<file path="config.mk">
export PLATFORM = sky130hd
export DESIGN_NAME = coh_ctrl
export DESIGN_NICKNAME = d
export VERILOG_FILES = /design/src/coh_pkg.sv /design/src/coh_state_if.sv /design/src/coh_state_mem.sv /design/src/coh_ctrl.sv
export SDC_FILE = /design/constraint.sdc
export NUM_CORES = 1
export LEC_CHECK = 0
export BUFFER_PORTS_ARGS = -buffer_cell sky130_fd_sc_hd__buf_4
export CAP_MARGIN = 20
export CORE_UTILIZATION = 59
export CTS_CLUSTER_SIZE = 28
export DETAILED_ROUTE_END_ITERATION = 7
export PLACE_DENSITY = 0.77
export SYNTH_ARGS = -nofsm -noshare
export SYNTH_HDL_FRONTEND = slang
export SYNTH_HIERARCHICAL = 1
export SYNTH_SLANG_ARGS = --single-unit
</file>
<file path="constraint.sdc">
create_clock -name clk_i -period 3.7 [get_ports clk_i]
set_input_delay 0.74 -clock clk_i [delete_from_list [all_inputs] [get_ports clk_i]]
set_output_delay 0.74 -clock clk_i [all_outputs]
set_load 0.01 [all_outputs]
</file>
<file path="src/coh_pkg.sv">
package coh_pkg;
   // two-bit per-line coherence status
   typedef enum logic [1:0] {
      LINE_INVALID   = 2'h0,
      LINE_SHARED    = 2'h1,
      LINE_EXCLUSIVE = 2'h2,
      LINE_MODIFIED  = 2'h3
   } line_state_t;

   // processor request kinds
   typedef enum logic [1:0] {
      REQ_NONE  = 2'h0,
      REQ_READ  = 2'h1,
      REQ_WRITE = 2'h2
   } req_kind_t;

   // bus transaction kinds; the block issues only BUS_READ, BUS_UPGRADE and BUS_WRITE
   typedef enum logic [2:0] {
      BUS_IDLE       = 3'h0,
      BUS_READ       = 3'h1,
      BUS_READ_OWN   = 3'h2,
      BUS_UPGRADE    = 3'h3,
      BUS_WRITE      = 3'h4,
      BUS_WRITEBACK  = 3'h5
   } bus_kind_t;

   // snoop request kinds arriving from the system bus
   typedef enum logic [1:0] {
      SNP_NONE  = 2'h0,
      SNP_READ  = 2'h1,
      SNP_INVAL = 2'h2
   } snoop_kind_t;

   localparam int          CD_BIT       = 30;
   localparam int          NW_BIT       = 29;
   localparam int          LINE_INDEX_W = 4;
   localparam int          TAG_W        = 8;
   localparam logic [31:0] CTRL_RESET   = 32'h6000_0010;
endpackage

</file>
<file path="src/coh_state_if.sv">
// carries the state array port between the controller and its memory
interface coh_state_if #(
   parameter int IDX_W = 4,
   parameter int TAG_W = 8
);
   logic             rd_en;
   logic [IDX_W-1:0] rd_idx;
   logic [1:0]       rd_state;
   logic [TAG_W-1:0] rd_tag;
   logic             wr_en;
   logic [IDX_W-1:0] wr_idx;
   logic [1:0]       wr_state;
   logic [TAG_W-1:0] wr_tag;

   modport ctrl (output rd_en, output rd_idx, input rd_state, input rd_tag,
                 output wr_en, output wr_idx, output wr_state, output wr_tag);
   modport mem  (input rd_en, input rd_idx, output rd_state, output rd_tag,
                 input wr_en, input wr_idx, input wr_state, input wr_tag);
endinterface

</file>
<file path="src/coh_state_mem.sv">
// per-line tag and status storage with registered read data
module coh_state_mem
   import coh_pkg::*;
#(
   parameter int IDX_W = 4,
   parameter int TAG_W = 8
) (
   input  wire logic  clk_i,
   input  wire logic  reset_i,
   coh_state_if.mem   port
);
   localparam int DEPTH = 1 << IDX_W;

   typedef struct packed {
      logic [DEPTH-1:0][1:0]       state;
      logic [DEPTH-1:0][TAG_W-1:0] tag;
      logic [1:0]                  rd_state;
      logic [TAG_W-1:0]            rd_tag;
   } mem_t;

   mem_t r;
   mem_t next_r;

   // write first so a same-cycle read sees the fresh status
   always_comb begin
      next_r = r;
      if (port.wr_en) begin
         next_r.state[port.wr_idx] = port.wr_state;
         next_r.tag[port.wr_idx]   = port.wr_tag;
      end
      if (port.rd_en) begin
         next_r.rd_state = next_r.state[port.rd_idx];
         next_r.rd_tag   = next_r.tag[port.rd_idx];
      end
   end

   // every line starts invalid
   always_ff @(posedge clk_i) begin
      if (reset_i) begin
         r <= '0;
      end else begin
         r <= next_r;
      end
   end

   assign port.rd_state = r.rd_state;
   assign port.rd_tag   = r.rd_tag;
endmodule

</file>
<file path="src/coh_ctrl.sv">
// Functional notes
// RULE1: every data/unified cache line carries a two-bit status for M, E, S or I.
// RULE2: M, E and S lines hold valid data, I does not; memory is stale only for M.
// RULE3: M or E means no other cache has a copy; S or I allows other copies.
// RULE4: a write hitting an M or E line completes locally with no bus transaction.
// RULE5: a write to an S line first gains exclusive ownership over the bus.
// RULE6: a write to an I line goes straight to the system bus.
// RULE7: the instruction cache is never written and uses only shared and invalid.
// RULE8: the instruction cache watches data-cache writes to stay consistent.
// RULE9: with the cache-disable flag (control bit 30) clear, caching is allowed.
// RULE10: with the cache-disable flag set, caching is restricted (no fills).
// RULE11: snoops are still answered while the cache-disable flag is set.
// RULE12: software should flush the caches after setting the cache-disable flag.
// RULE13: software should keep cache-disable and no-write-through clear for speed.
// RULE14: the cache-disable flag alone does not force strict access ordering.
// RULE15: the caches run the four-state invalidation protocol with peer caches.
// RULE16: with both flags clear, read hits serve from cache, misses fill, writes update.
// RULE17: a completed write to an E line, or an S line after ownership, leaves it M.
module coh_ctrl
   import coh_pkg::*;
(
   input  wire logic                          clk_i,
   input  wire logic                          reset_i,
   input  wire logic                          ctrl_we_i,
   input  wire logic [31:0]                   ctrl_wdata_i,
   output logic      [31:0]                   ctrl_o,
   input  wire coh_pkg::req_kind_t            req_kind_i,
   input  wire logic [coh_pkg::LINE_INDEX_W-1:0] req_idx_i,
   input  wire logic [coh_pkg::TAG_W-1:0]     req_tag_i,
   output logic                               req_ready_o,
   output logic                               req_done_o,
   output logic                               req_hit_o,
   output logic                               req_cached_o,
   output coh_pkg::bus_kind_t                 bus_kind_o,
   output logic [coh_pkg::LINE_INDEX_W-1:0]   bus_idx_o,
   output logic [coh_pkg::TAG_W-1:0]          bus_tag_o,
   input  wire logic                          bus_ack_i,
   input  wire logic                          bus_shared_i,
   input  wire coh_pkg::snoop_kind_t          snoop_kind_i,
   input  wire logic [coh_pkg::LINE_INDEX_W-1:0] snoop_idx_i,
   input  wire logic [coh_pkg::TAG_W-1:0]     snoop_tag_i,
   output logic                               snoop_done_o,
   output logic                               snoop_hit_o,
   output logic                               snoop_dirty_o,
   output logic                               icache_inval_o,
   output logic [coh_pkg::LINE_INDEX_W-1:0]   icache_idx_o
);
   import coh_pkg::*;

   typedef enum logic [5:0] {
      ST_IDLE   = 6'h01,
      ST_LOOKUP = 6'h02,
      ST_BUS    = 6'h04,
      ST_SNP_RD = 6'h08,
      ST_SNP_WB = 6'h10,
      ST_DONE   = 6'h20
   } fsm_t;

   typedef struct packed {
      fsm_t                    fsm;
      logic [31:0]             ctrl;
      req_kind_t               kind;
      logic [LINE_INDEX_W-1:0] idx;
      logic [TAG_W-1:0]        tag;
      snoop_kind_t             snp;
      logic [1:0]              new_state;
      logic                    wr_line;
      logic                    ready;
      logic                    done;
      logic                    hit;
      logic                    cached;
      bus_kind_t               bus;
      logic                    snp_done;
      logic                    snp_hit;
      logic                    snp_dirty;
      logic                    ic_inval;
   } ctrl_t;

   ctrl_t r;
   ctrl_t next_r;

   coh_state_if #(.IDX_W(LINE_INDEX_W), .TAG_W(TAG_W)) st_port ();

   coh_state_mem #(.IDX_W(LINE_INDEX_W), .TAG_W(TAG_W)) u_mem (
      .clk_i   (clk_i),
      .reset_i (reset_i),
      .port    (st_port)
   );

   // valid-data test shared by request and snoop paths
   function automatic logic line_valid(input logic [1:0] s);
      return s != LINE_INVALID; // RULE2
   endfunction

   // hit test: valid status and matching tag
   function automatic logic line_hit(input logic [1:0] s, input logic [TAG_W-1:0] a,
                                     input logic [TAG_W-1:0] b);
      return line_valid(s) && (a == b);
   endfunction

   wire logic cd_set = r.ctrl[CD_BIT]; // RULE9
   wire logic lhit   = line_hit(st_port.rd_state, st_port.rd_tag, r.tag);

   // array read port driven from the live snoop or request inputs, write port from the registered request or snoop
   always_comb begin
      st_port.rd_en    = (r.fsm == ST_IDLE);
      st_port.rd_idx   = (snoop_kind_i != SNP_NONE) ? snoop_idx_i : req_idx_i;
      st_port.wr_en    = r.wr_line;
      st_port.wr_idx   = r.idx;
      st_port.wr_state = r.new_state; // RULE1
      st_port.wr_tag   = r.tag;
   end

   // main controller; snoops take priority over processor requests
   always_comb begin
      next_r          = r;
      next_r.wr_line  = 1'b0;
      next_r.done     = 1'b0;
      next_r.snp_done = 1'b0;
      next_r.ic_inval = 1'b0;
      if (ctrl_we_i) begin
         next_r.ctrl = ctrl_wdata_i; // RULE14
      end
      unique case (r.fsm)
         ST_IDLE: begin
            next_r.ready = 1'b1;
            if (snoop_kind_i != SNP_NONE) begin
               // snoops proceed regardless of the disable flag
               next_r.snp   = snoop_kind_i; // RULE11
               next_r.idx   = snoop_idx_i;
               next_r.tag   = snoop_tag_i;
               next_r.ready = 1'b0;
               next_r.fsm   = ST_SNP_RD;
            end else if (req_kind_i != REQ_NONE && r.ready) begin
               next_r.kind  = req_kind_i;
               next_r.idx   = req_idx_i;
               next_r.tag   = req_tag_i;
               next_r.ready = 1'b0;
               next_r.fsm   = ST_LOOKUP;
            end
         end
         ST_LOOKUP: begin
            next_r.hit    = lhit;
            next_r.cached = 1'b0;
            if (r.kind == REQ_READ) begin
               if (lhit) begin
                  next_r.cached = 1'b1; // RULE16
                  next_r.fsm    = ST_DONE;
               end else begin
                  // miss: fill only while caching allowed
                  next_r.bus = BUS_READ; // RULE16
                  next_r.fsm = ST_BUS;
               end
            end else begin
               // data write: instruction side drops any copy
               next_r.ic_inval = 1'b1; // RULE8
               if (lhit && (st_port.rd_state == LINE_MODIFIED ||
                            st_port.rd_state == LINE_EXCLUSIVE)) begin
                  next_r.cached    = 1'b1; // RULE4
                  next_r.new_state = LINE_MODIFIED; // RULE17
                  next_r.wr_line   = 1'b1; // RULE16
                  next_r.fsm       = ST_DONE;
               end else if (lhit) begin
                  next_r.bus = BUS_UPGRADE; // RULE5
                  next_r.fsm = ST_BUS;
               end else begin
                  next_r.bus = BUS_WRITE; // RULE6
                  next_r.fsm = ST_BUS;
               end
            end
         end
         ST_BUS: begin
            if (bus_ack_i) begin
               next_r.bus = BUS_IDLE;
               next_r.fsm = ST_DONE;
               if (r.bus == BUS_UPGRADE) begin
                  // peers invalidated, line now owned
                  next_r.cached    = 1'b1;
                  next_r.new_state = LINE_MODIFIED; // RULE17
                  next_r.wr_line   = 1'b1; // RULE15
               end else if (r.bus == BUS_READ && !cd_set) begin
                  // a peer copy leaves the line shared
                  next_r.new_state = bus_shared_i ? LINE_SHARED
                                                  : LINE_EXCLUSIVE; // RULE3
                  next_r.wr_line   = 1'b1; // RULE10
                  next_r.cached    = 1'b1; // RULE16
               end
            end
         end
         ST_SNP_RD: begin
            next_r.snp_hit   = lhit;
            next_r.snp_dirty = lhit && (st_port.rd_state == LINE_MODIFIED); // RULE2
            next_r.fsm       = ST_SNP_WB;
            if (lhit) begin
               // read snoop demotes, invalidating snoop drops
               next_r.new_state = (r.snp == SNP_READ) ? LINE_SHARED
                                                      : LINE_INVALID; // RULE15
               next_r.wr_line   = 1'b1;
            end
         end
         ST_SNP_WB: begin
            next_r.snp_done = 1'b1; // RULE11
            next_r.fsm      = ST_IDLE;
         end
         ST_DONE: begin
            next_r.done = 1'b1;
            next_r.fsm  = ST_IDLE;
         end
         default: begin
            next_r.fsm = ST_IDLE;
         end
      endcase
   end

   // single state register; reset leaves caching disabled like a cold start
   always_ff @(posedge clk_i) begin
      if (reset_i) begin
         r       <= '0;
         r.fsm   <= ST_IDLE;
         r.ctrl  <= CTRL_RESET;
         r.kind  <= REQ_NONE;
         r.snp   <= SNP_NONE;
         r.bus   <= BUS_IDLE;
      end else begin
         r <= next_r;
      end
   end

   // outputs straight from flip-flops
   assign ctrl_o         = r.ctrl;
   assign req_ready_o    = r.ready;
   assign req_done_o     = r.done;
   assign req_hit_o      = r.hit;
   assign req_cached_o   = r.cached;
   assign bus_kind_o     = r.bus;
   assign bus_idx_o      = r.idx;
   assign bus_tag_o      = r.tag;
   assign snoop_done_o   = r.snp_done;
   assign snoop_hit_o    = r.snp_hit;
   assign snoop_dirty_o  = r.snp_dirty;
   assign icache_inval_o = r.ic_inval; // RULE7
   assign icache_idx_o   = r.idx;
endmodule

</file>
# Yosys cells after proc, flatten, opt, wreduce, memory -nomap -nowiden
# Cells that the tools add are included.
# Widths: inputs -> output; s select.
# totals
ff_bits	238
out_inout_bits	59
# op_classes
order_cmp	3
eq_ne	21
mux	45
bitwise_logic	2
reduce_logical	22
# op_table
operator	count
$mux 160	1
$bwmux 128	1
$mux 6	6
$bmux 8 s4	1
$bwmux 32	1
$demux 8 s4	1
$mux 3	9
$mux 12	2
$pmux 6 s4	1
$mux 8	2
$mux 4	3
$lt 4x5->1 const B	2
$mux 1	10
$reduce_bool 2->1	5
$ne 3x3->1 const B	3
$pmux 3 s3	1
$bmux 2 s4	1
$demux 2 s4	1
$eq 8x8->1	1
$ne 2x2->1 const B	4
$pmux 4 s2	1
$eq 6x1->1 const B	1
$eq 6x2->1 const B	1
$eq 6x3->1 const B	1
other kinds (20)	33

# Logic depth before layout (Yosys ltp)
# Gate-level depths: netlist of the first run.
# depth
ltp_word	8
depth_mapped	12
depth_no_buf	9

# By module
# The synthesis of the first run kept the hierarchy.
# by_module_without_submodules
mod	n_inst	cells_each	area_each_um2	seq_area_each_um2
coh_state_mem	1	1004	8185.4	3403.3
coh_ctrl	1	366	3300.7	1361.3

# Worst setup path after synthesis of the first run
# OpenSTA, ideal clock, no wires.
# synth_path
kind	in2reg
from	input port snoop_kind_i[1]
to	register u_mem.r, in the netlist u_mem/port.rd_state[1]
setup_ns	0.127
t_arrival_ns	2.825
path_slack_ns	0.747
stages	7
n_path_buf	1
path_cell_list	nor2_1 -> mux2_2 -> buf_2 -> nor3_1 -> a32oi_1 -> and4_1 -> or3b_1
# synth_via
elab_chain_cells	4
# synth_lines
element	line	source
start, declared	coh_ctrl.sv:39	input wire coh_pkg::snoop_kind_t snoop_kind_i,
$reduce_bool 2->1	coh_ctrl.sv:107	st_port.rd_idx = (snoop_kind_i != SNP_NONE) ? snoop_idx_i : req_idx_i;
$mux 4	coh_ctrl.sv:107	
via st_port.rd_idx[1]	coh_state_if.sv:7	logic [IDX_W-1:0] rd_idx;
$bmux 2 s4	coh_state_mem.sv:32	next_r.rd_state = next_r.state[port.rd_idx];
$mux 2 (not written as such)	coh_state_mem.sv:32	
end signal, assigned	coh_state_mem.sv:42	r <= next_r;
end, declared	coh_state_mem.sv:21	mem_t r;
# The timed path passes the listed nets, and every way through them passes these cells. The select of a mux whose other input is x is not followed.
# A chain may end at the register's enable or synchronous reset.

==> results of run 1 <==
==> through the flow <==
step           util [%]  std cells
4_1_cts            69.0       1680
3_3_place_gp       64.2       1631
5_1_grt            69.1       1681
6_report           69.1       1681
3_5_place_dp       64.3       1632
2_1_floorplan         -       1370
==> Yosys cell counts, types with 6 or more instances <==
master	instances	area share, %
nand3_1	18	0.78
a221oi_1	16	1.2
and2_1	6	0.33
o31ai_1	6	0.39
nor2_1	162	5.3
dfxtp_1	238	41
o21bai_1	9	0.59
a22oi_1	16	1.0
mux2i_1	96	8.4
nand4_1	18	0.98
buf_2	18	0.78
buf_4	70	4.6
o22ai_1	11	0.60
a211oi_1	9	0.59
clkbuf_1	68	2.2
xnor2_1	10	0.76
nand2_1	233	7.6
inv_1	13	0.42
a21oi_1	120	5.2
o221a_2	8	0.78
a211o_1	7	0.53
or2_2	6	0.33
a311oi_1	12	0.92
a31o_2	7	0.53
o21ai_0	22	0.96
nor3_1	25	1.1
nand2b_1	11	0.60
a221o_1	6	0.52
==> worst paths after layout <==
kind	start	to	slack (ns)	cells after the start
max	r[65]	u_mem/port.rd_tag[3]	0.81	8
min	ctrl_wdata_i[4]	ctrl_o[4]	0.43	3
max reg2reg	r[65]	u_mem/port.rd_tag[3]	0.81	8
min reg2reg	u_mem/r[47]	u_mem/r[47]	0.46	2
==> per-layer routing <==
metal | share of wire (%) | GRT usage [%] | wire (um) | vias to the layer above
met1 | 41 | 47.4 | 14500 | 4991
met4 | 3.2 | 13.1 | 1130 | 2
met3 | 11 | 6.55 | 3790 | 92
li1 | - | - | - | 4813
met5 | 0.031 | 0 | 11 | -
met2 | 45 | 55.1 | 15900 | 584
==> sequential cells by signal, summed over array words and instances (netlist names), 2 cells and up <==
name and cells:
u_mem/r 160, st_port.wr_state 2, r 10, bus_kind_o 3, ctrl_o 32, u_mem/port.rd_state 2
bus_idx_o 4, bus_tag_o 8, u_mem/port.rd_tag 8
==> cell type report <==
class | count | area (um2) | share of cell area [%]
repair buffers | 165 | 1280 | 9.82
clock buffers | 39 | 781 | 5.98
flip-flops and latches | 238 | 4760 | 36.5
multi-input cells | 956 | 5750 | 44.1
inverters | 14 | 52.6 | 0.402
clock inverters | 9 | 97.6 | 0.747
well taps | 260 | 325 | 2.49
==> worst min-delay path, delay by kind of cell <==
family | cells | cell delay, ns
buf+inv | 1 | 0.08
simple gates | 1 | 0.06
mux | 1 | 0.06
==> where the power goes <==
group	total, mW	leakage, nW	internal [mW]	switching [mW]
Sequential	2.84	1.93	2.66	0.189
Combinational	1.11	2.91	0.431	0.682
Clock	2.61	0.435	1.59	1.02
Total	6.57	5.27	4.68	1.89
==> kinds of logic (layout without fill, tap and decap cells) <==
family	count (synthesis)	count (layout)	share of synthesized area, %
AOI/OAI and AO/OA	301	301	17.9
xor gates and xnor gates	12	12	0.915
buffers and inverters	176	227	8.43
DFF	238	238	41.5
muxes	102	102	9.15
and+or+nand+nor	541	541	22.1
==> impl_metrics.toml, run 1 <==
[worst_setup_path]
critPathArrivalTime_ns = 3.36
path_delay_family = "simple AND/OR/NAND/NOR gates"
start_kind = "register"
cp_cell_sequence = "nor2_4 -> nand4b_4 -> inv_1 -> o21bai_1 -> or2_2 -> a2111oi_0 -> nand4_1 -> nand4_1"
cp.required_ns = 4.17
cp_common_cell = "nand4_1"
critPathKind = "reg2reg"
cpMaxStageDelayCell = "inv_1"
crit_path_max_fanout = 22
setup.worst_path.end_class = "register"
crit_buf_inv = 1
slowest_delay_ns = 0.64

[cts]
postCtsSetupBuffers = 0
cts.sinks = 238
cts_resized = 0
cts-htree-levels = 1
cts_buffers = 26
cts_tree = "yes"
cts-root-buf = "clkbuf_16"
holdBufCountCts = 0
clkTransAtPathRegs_ns = 0.06
cts_max_path_buffers = 3
clock_latency_ns = 0.53

[synthesis]
yosys_most_used_dff = "dfxtp_1"
synth_area_per_cell_um2 = 8.38
yosysWarnings = 6
synth_cells = 1370
ys_seq_area_share_pct = 41.5
async_flop_share_pct = 0
syn_nets = 1435
synth.distinct_cells = 82
synth_enable_flop_cells = 0
synth-seq-cells = 238
syn_area_um2 = 11500

[timing]
period_needed_ns = 2.89
period_share_pct = 78.2
hold_violations = 0
holdWs_ns = 0.433
tightest_slew_ns = 0.906
fin_tns_setup_ns = 0
fin_skew_ns = 0.00739
fmax_mhz = 346
rsz0062_at_grt = "no"
slew_headroom_pct = 39.4
setup_viol = 0
maxSlewViolCount = 0
setup_slack_ns = 0.807

[die]
initial_core_util_pct = 60.8
die_h_um = 142
fp.dieW_um = 142
ioPinCount = 124
num_rows = 50
coreArea_um2 = 18900
die_area_um2 = 20000

[run_status]
outcome = "finished, final reports clean"

[grt]
grt_first_pass_wirelength_um = 54400
grt_use_total_pct = 34.9
grt_max_degree = 156
antenna_found_initial = 1
grt_overflow = 0
grt_pass1_vias = 9684

[cells_and_area]
area_delta_synth_final_pct = 13.7
final_cell_area_um2 = 13100
fillers = 1555
layout.nets = 1466
final_cell_mix = "dfxtp_1 (238), nand2_1 (233), nor2_1 (162)"
layout_commonest_cell = "dfxtp_1"
n_antenna_cell = 0
drive_gt1_share_pct = 18.7

[route]
post_drt_wl_per_cell_um = 21.0
via_count = 10482
detail-route-antenna-nets = 0
routed_wl_um = 35300
vias_per_cell = 6.24
drc = 0
drt-initial-drc-count = 1263
dr.pass1.iters = 8

[placed_design]
post-place-ws_ns = 0.461
place_hpwl_um = 24400
port_buffers = 123
placed_cell_area_um2 = 12200
place_congestion = 1.04

[power]
power_mw = 6.57
peakVddDrop_mv = 0.395
p_leak_nw = 5.27
p_per_area_nw_per_um2 = 503

[hold_path]
min_path_type = "in2reg"

[job]
drv_cap = 0
Note: power is estimated with default switching activity, not from simulation.
==> run 2, diff against run 1 <==
--- a/config.mk
+++ b/config.mk
@@ -5,6 +5,7 @@
 export SDC_FILE = /design/constraint.sdc
 export NUM_CORES = 1
 export LEC_CHECK = 0
+export ABC_AREA = 1
 export BUFFER_PORTS_ARGS = -buffer_cell sky130_fd_sc_hd__buf_4
 export CAP_MARGIN = 20
 export CORE_UTILIZATION = 59
==> constraint.sdc (replaced) <==
create_clock -name clk_i -period 2.8 [get_ports clk_i]
set_input_delay 0.56 -clock clk_i [delete_from_list [all_inputs] [get_ports clk_i]]
set_output_delay 0.56 -clock clk_i [all_outputs]
set_load 0.01 [all_outputs]
==> impl_metrics.toml, run 2 <==
[synthesis]
syn_nets = 1658
syn_area_um2 = 11400
synth_area_per_cell_um2 = 7.14
synth_most_common_cell = "nand3_1"
synth_area_leader_cell = "dfxtp_1"
synth_enable_flop_cells = 0
synth_common_cells = "nand3_1 (402), nand2_1 (315), dfxtp_1 (238), a21oi_1 (172), nor2_1 (96)"
yosysWarnings = 6
ys_seq_area_share_pct = 41.9
synth-seq-cells = 238
synth_cells = 1593
async_flop_share_pct = 0
synthTopCellsByArea = "dfxtp_1 (42%), nand3_1 (18%), nand2_1 (10%), a21oi_1 (7.6%), buf_4 (4.6%)"
synth.distinct_cells = 36
yosys_most_used_dff = "dfxtp_1"
synth_top_area_share_pct = 41.9

[timing]
holdWs_ns = 0.247
slew_headroom_pct = 41.3
fmax_mhz = 414
fin_tns_setup_ns = 0
period_share_pct = 86.3
tightest_slew_ns = 0.880
rsz0062_at_grt = "no"
hold_violations = 0
maxSlewViolCount = 0
period_needed_ns = 2.42
setup_viol = 0
fin_skew_ns = 0.0133

[die]
die_area_um2 = 19800
initial_core_util_pct = 60.6
die_h_um = 141
fp.dieW_um = 141
num_rows = 50
coreArea_um2 = 18800
ioPinCount = 124

[worst_setup_path]
cp_cell_sequence = "nand2_2 -> nor2_8 -> buf_12 -> nand2_2 -> nand2_1 -> nand3_1 -> nand3_1 -> nand3_1 -> nand3_1 -> nand3_1 -> nand2_1 -> inv_1"
slowest_delay_ns = 0.57
path_delay_family = "simple AND/OR/NAND/NOR gates"
cp.required_ns = 3.23
start_kind = "register"
critPathKind = "reg2reg"
critical_path.endpoint = "u_mem/port.rd_tag[3]"
setup.worst_path.end_class = "register"
critPathArrivalTime_ns = 2.85
crit_path_max_fanout = 19
cpMaxStageDelayCell = "dfxtp_1"
crit_start = "bus_idx_o[0]"
crit_buf_inv = 2
rrSetupSlack_ns = 0.38
cp_num_cells = 12
r2r_cells = 12
rr_endpoint = "u_mem/port.rd_tag[3]"
reg2reg_from = "bus_idx_o[0]"
cp_common_cell = "nand3_1"

[job]
drv_cap = 0

[cts]
holdBufCountCts = 0
cts_max_path_buffers = 3
clock_latency_ns = 0.53
cts_tree = "yes"
postCtsSetupBuffers = 0
cts-htree-levels = 1
cts_buffers = 26
clkTransAtPathRegs_ns = 0.06
cts_resized = 0
cts-root-buf = "clkbuf_16"
cts.sinks = 238

[route]
routed_wl_um = 34200
vias_per_cell = 6.06
detail-route-antenna-nets = 0
drt-initial-drc-count = 1280
post_drt_wl_per_cell_um = 18.3
via_count = 11335
drc = 0
dr.pass1.iters = 5

[cells_and_area]
final_cell_mix = "nand3_1 (402), nand2_1 (314), dfxtp_1 (238)"
largest_reg_flops = 160
area_delta_synth_final_pct = 13.0
layout.nets = 1683
layout_commonest_cell = "nand3_1"
largest_register = "u_mem/r"
drive_gt1_share_pct = 17.1
n_antenna_cell = 0

[grt]
grt_max_degree = 187
met2_usage_pct = 53.9
gr-usage-met3_pct = 8.22
antenna_found_initial = 0
top_usage_layer = "met2"
grt_overflow = 0
grt_first_pass_wirelength_um = 53600
grt_pass1_vias = 10324
met1_usage_pct = 44.8
grt_use_total_pct = 34.0

[hold_path]
hold_path_depth = 3
min_path_type = "in2reg"

[power]
p_leak_nw = 5.24
p_per_area_nw_per_um2 = 661
peakVddDrop_mv = 0.445

[placed_design]
place_congestion = 0.903
place_hpwl_um = 22700
port_buffers = 123

[run_status]
outcome = "finished, final reports clean"
==> run 2: changes by cell type after synthesis, sizes merged, moves of 12 or more <==
| cell | change |
|---|---|
| buf | +20 |
| a311oi | -12 |
| nand2 | +101 |
| a22oi | -16 |
| nor2 | -52 |
| nand3 | +391 |
| inv | +39 |
| a221oi | -16 |
| nor3 | -27 |
| mux2i | -97 |
| a21oi | +56 |
| o21ai | +19 |
==> run 2: final cells by class <==
type                       count  area, um2
timing repair buffer         168       1340
inverter                      54        208
clock buffer                  37        743
tap                          234        293
clock inverter                 8       65.1
sequential                   238       4760
multi-input combinational   1130       5440
fill                        1634       5920
==> run 2: worst min path at each step <==
stage / to / from
2_1_floorplan: ctrl_o[29] / ctrl_o[29]
3_3_place_gp: ctrl_o[4] / ctrl_o[4]
3_5_place_dp: ctrl_o[29] / ctrl_o[29]
4_1_cts: ctrl_o[29] / ctrl_wdata_i[29]
5_1_grt: ctrl_o[17] / ctrl_wdata_i[17]
6_report: ctrl_o[29] / ctrl_wdata_i[29]
==> run 2: power breakdown <==
group	switching, mW	internal (mW)
sequential	0.203	3.50
clock	1.34	1.92
combinational	0.987	0.532
total	2.53	5.96
==> run 2: layer usage <==
layer / part of all wire (%) / routed length [um]
met5: 0 / 0
met4: 3.6 / 1240
met3: 12 / 4160
met2: 45 / 15300
met1: 39 / 13500
==> run 2: cells by family (layout without fill, tap and decap cells) <==
family          Yosys count  after routing  share of synthesized area, %
xor+xnor                  5              5                         0.385
compound gates          237            237                          10.8
flops                   238            238                          41.9
simple gates            888            888                          36.6
buf+inv                 225            267                          10.3
==> run 2: worst min-delay path, stage by stage <==
cell,delay [ns]
buf_4,0.07
nand2_1,0.04
nand3_1,0.06
==> run 2: through the flow <==
stage | instances | worst slack (ns) | total power [mW] | utilization (%) | area, um2
floorplan | 1593 | 0.543 | 4.75 | - | 11400
global placement | 1824 | 0.448 | 5.23 | 64.1 | 12000
detailed placement | 1824 | 0.433 | 5.23 | 64.1 | 12000
CTS | 1869 | 0.433 | 8.47 | 68.4 | 12800
global route | 1869 | 0.237 | 8.77 | 68.4 | 12800
finish | 1869 | 0.384 | 8.49 | 68.4 | 12800
==> run 3, diff against run 2 <==
--- a/config.mk
+++ b/config.mk
@@ -8,10 +8,11 @@
 export ABC_AREA = 1
 export BUFFER_PORTS_ARGS = -buffer_cell sky130_fd_sc_hd__buf_4
 export CAP_MARGIN = 20
-export CORE_UTILIZATION = 59
+export CORE_UTILIZATION = 60
+export CTS_BUF_LIST = sky130_fd_sc_hd__clkbuf_4 sky130_fd_sc_hd__clkbuf_8
 export CTS_CLUSTER_SIZE = 28
 export DETAILED_ROUTE_END_ITERATION = 7
-export PLACE_DENSITY = 0.77
+export PLACE_DENSITY = 0.78
 export SYNTH_ARGS = -nofsm -noshare
 export SYNTH_HDL_FRONTEND = slang
 export SYNTH_HIERARCHICAL = 1
==> impl_metrics.toml, run 3 (synthesis gave the netlist of run 2 again) <==
[die]
die_h_um = 140
coreArea_um2 = 18300
num_rows = 49
initial_core_util_pct = 62.2
ioPinCount = 124
fp.dieW_um = 140
die_area_um2 = 19500

[placed_design]
post-place-ws_ns = 0.335
dp_cells = 1818
place_congestion = 0.897
place_hpwl_um = 21900
port_buffers = 123

[worst_setup_path]
start_kind = "register"
cp_cell_sequence = "nand2_2 -> nor2_4 -> nand2_2 -> nand2_1 -> nand3_1 -> nand3_1 -> nand3_1 -> nand3_1 -> nand3_1 -> nand2_1 -> inv_1"
rrSetupSlack_ns = 0.20
reg2reg_from = "bus_idx_o[0]"
cp.required_ns = 3.24
rr_endpoint = "u_mem/port.rd_tag[4]"
slowest_delay_ns = 0.65
r2r_cells = 11
setup.worst_path.end_class = "register"
cp_common_cell = "nand3_1"
crit_path_max_fanout = 12
critPathArrivalTime_ns = 3.04
critPathKind = "reg2reg"
cpMaxStageDelayCell = "dfxtp_1"

[hold_path]
worst_hold_path.endpoint = "ctrl_o[30]"
hold_path_depth = 3
hold_start = "ctrl_wdata_i[30]"
min_path_type = "in2reg"

[cts]
cts-htree-levels = 2
cts-root-buf = "clkbuf_8"
postCtsSetupBuffers = 0
holdBufCountCts = 0
clkTransAtPathRegs_ns = 0.06
cts_resized = 0
cts.sinks = 238
cts_buffers = 40
cts_max_path_buffers = 3
clock_latency_ns = 0.55
cts_tree = "yes"

[cells_and_area]
fillers = 1539
largest_register = "u_mem/r"
n_antenna_cell = 0
layout.nets = 1696
largest_reg_flops = 160
layout_commonest_cell = "nand3_1"
fin_cells = 1887
drive_gt1_share_pct = 18.6
final_cell_mix = "nand3_1 (402), nand2_1 (314), dfxtp_1 (238)"
area_delta_synth_final_pct = 13.3

[grt]
antenna_found_initial = 0
grt_use_total_pct = 34.3
grt_overflow = 0
grt_max_degree = 173
grt_pass1_vias = 10393
grt_first_pass_wirelength_um = 53700

[power]
clockPowerShare_pct = 38.7
pwr-share-comb_pct = 17.8
seqPwrFrac_pct = 43.5
p_per_area_nw_per_um2 = 656
p_int_mw = 5.89
power_mw = 8.45
p_sw_share_pct = 30.3
peakVddDrop_mv = 0.438
switchingPower_mw = 2.56
p_leak_nw = 5.29

[route]
via_count = 11412
vias_per_cell = 6.05
post_drt_wl_per_cell_um = 17.8
detail-route-antenna-nets = 0
drt-initial-drc-count = 1308
drc = 0
dr.pass1.iters = 5
routed_wl_um = 33500

[run_status]
outcome = "finished, final reports clean"

[timing]
period_needed_ns = 2.60
maxSlewViolCount = 0
slew_headroom_pct = 41.8
setup_slack_ns = 0.203
fmax_mhz = 385
hold_violations = 0
fin_tns_setup_ns = 0
fin_skew_ns = 0.0116
rsz0062_at_grt = "no"
period_share_pct = 92.8
tightest_slew_ns = 0.872
setup_viol = 0

[job]
drv_cap = 0
==> run 3: cell types whose count changed in the layout (fill, tap and decap cells not counted), sizes merged <==
cell	before	now
inv	52	53
bufinv	1	0
clkinv	9	4
clkbuf	37	66
buf	168	167
==> run 3: per-stage QoR <==
| step | hold WS [ns] | utilization [%] | cell area (um2) |
|---|---|---|---|
| after floorplan | 0.430 | - | 11400 |
| after global placement | 0.441 | 65.8 | 12000 |
| after detailed placement | 0.444 | 65.8 | 12000 |
| after CTS | 0.210 | 70.5 | 12900 |
| after global routing | 0.229 | 70.5 | 12900 |
| final | 0.226 | 70.5 | 12900 |
==> run 3: worst max-delay path by stage <==
| stage | startpoint | to | slack, ns | cells after the start |
|---|---|---|---|---|
| 2_1_floorplan | snoop_kind_i[1] | u_mem/port.rd_state[0] | 0.54 | 13 |
| 3_3_place_gp | bus_idx_o[0] | u_mem/port.rd_tag[4] | 0.35 | 11 |
| 3_5_place_dp | snoop_kind_i[1] | u_mem/port.rd_tag[4] | 0.33 | 14 |
| 4_1_cts | bus_idx_o[0] | u_mem/port.rd_tag[4] | 0.33 | 11 |
| 5_1_grt | bus_idx_o[0] | u_mem/port.rd_tag[6] | 0.15 | 11 |
| 6_report | bus_idx_o[0] | u_mem/port.rd_tag[4] | 0.20 | 11 |
==> run 3: layer usage <==
metal	track usage, %	routed length [um]	vias up
met5	0	0	-
met1	45.9	13800	5217
li1	-	-	5414
met4	13.4	1030	0
met3	8.05	3920	89
met2	53.4	14700	692
==> run 3: power groups by stage <==
stage / Sequential [mW] / Clock, mW / Combinational (mW)
after floorplan: 3.65 / 0 / 1.10
after global placement: 3.74 / 0 / 1.46
after detailed placement: 3.74 / 0 / 1.47
after CTS: 3.67 / 3.31 / 1.47
after global routing: 3.69 / 3.47 / 1.62
final: 3.68 / 3.27 / 1.50
==> run 3: final cells by class <==
class | instances | area, um2 | share of cell area, %
Inverter | 54 | 208 | 1.61
Tap cell | 229 | 287 | 2.22
Multi-Input combinational cell | 1130 | 5440 | 42.2
Clock buffer | 66 | 833 | 6.47
Timing Repair Buffer | 167 | 1330 | 10.3
Sequential cell | 238 | 4760 | 37.0
Clock inverter | 3 | 18.8 | 0.146
==> run 3: worst max-delay path, delay by kind of cell, from the launching register on <==
kind / cells / cell delay, ns
AND/OR/NAND/NOR: 10 / 1.79
flip-flops: 1 / 0.65
buffers and inverters: 1 / 0.04
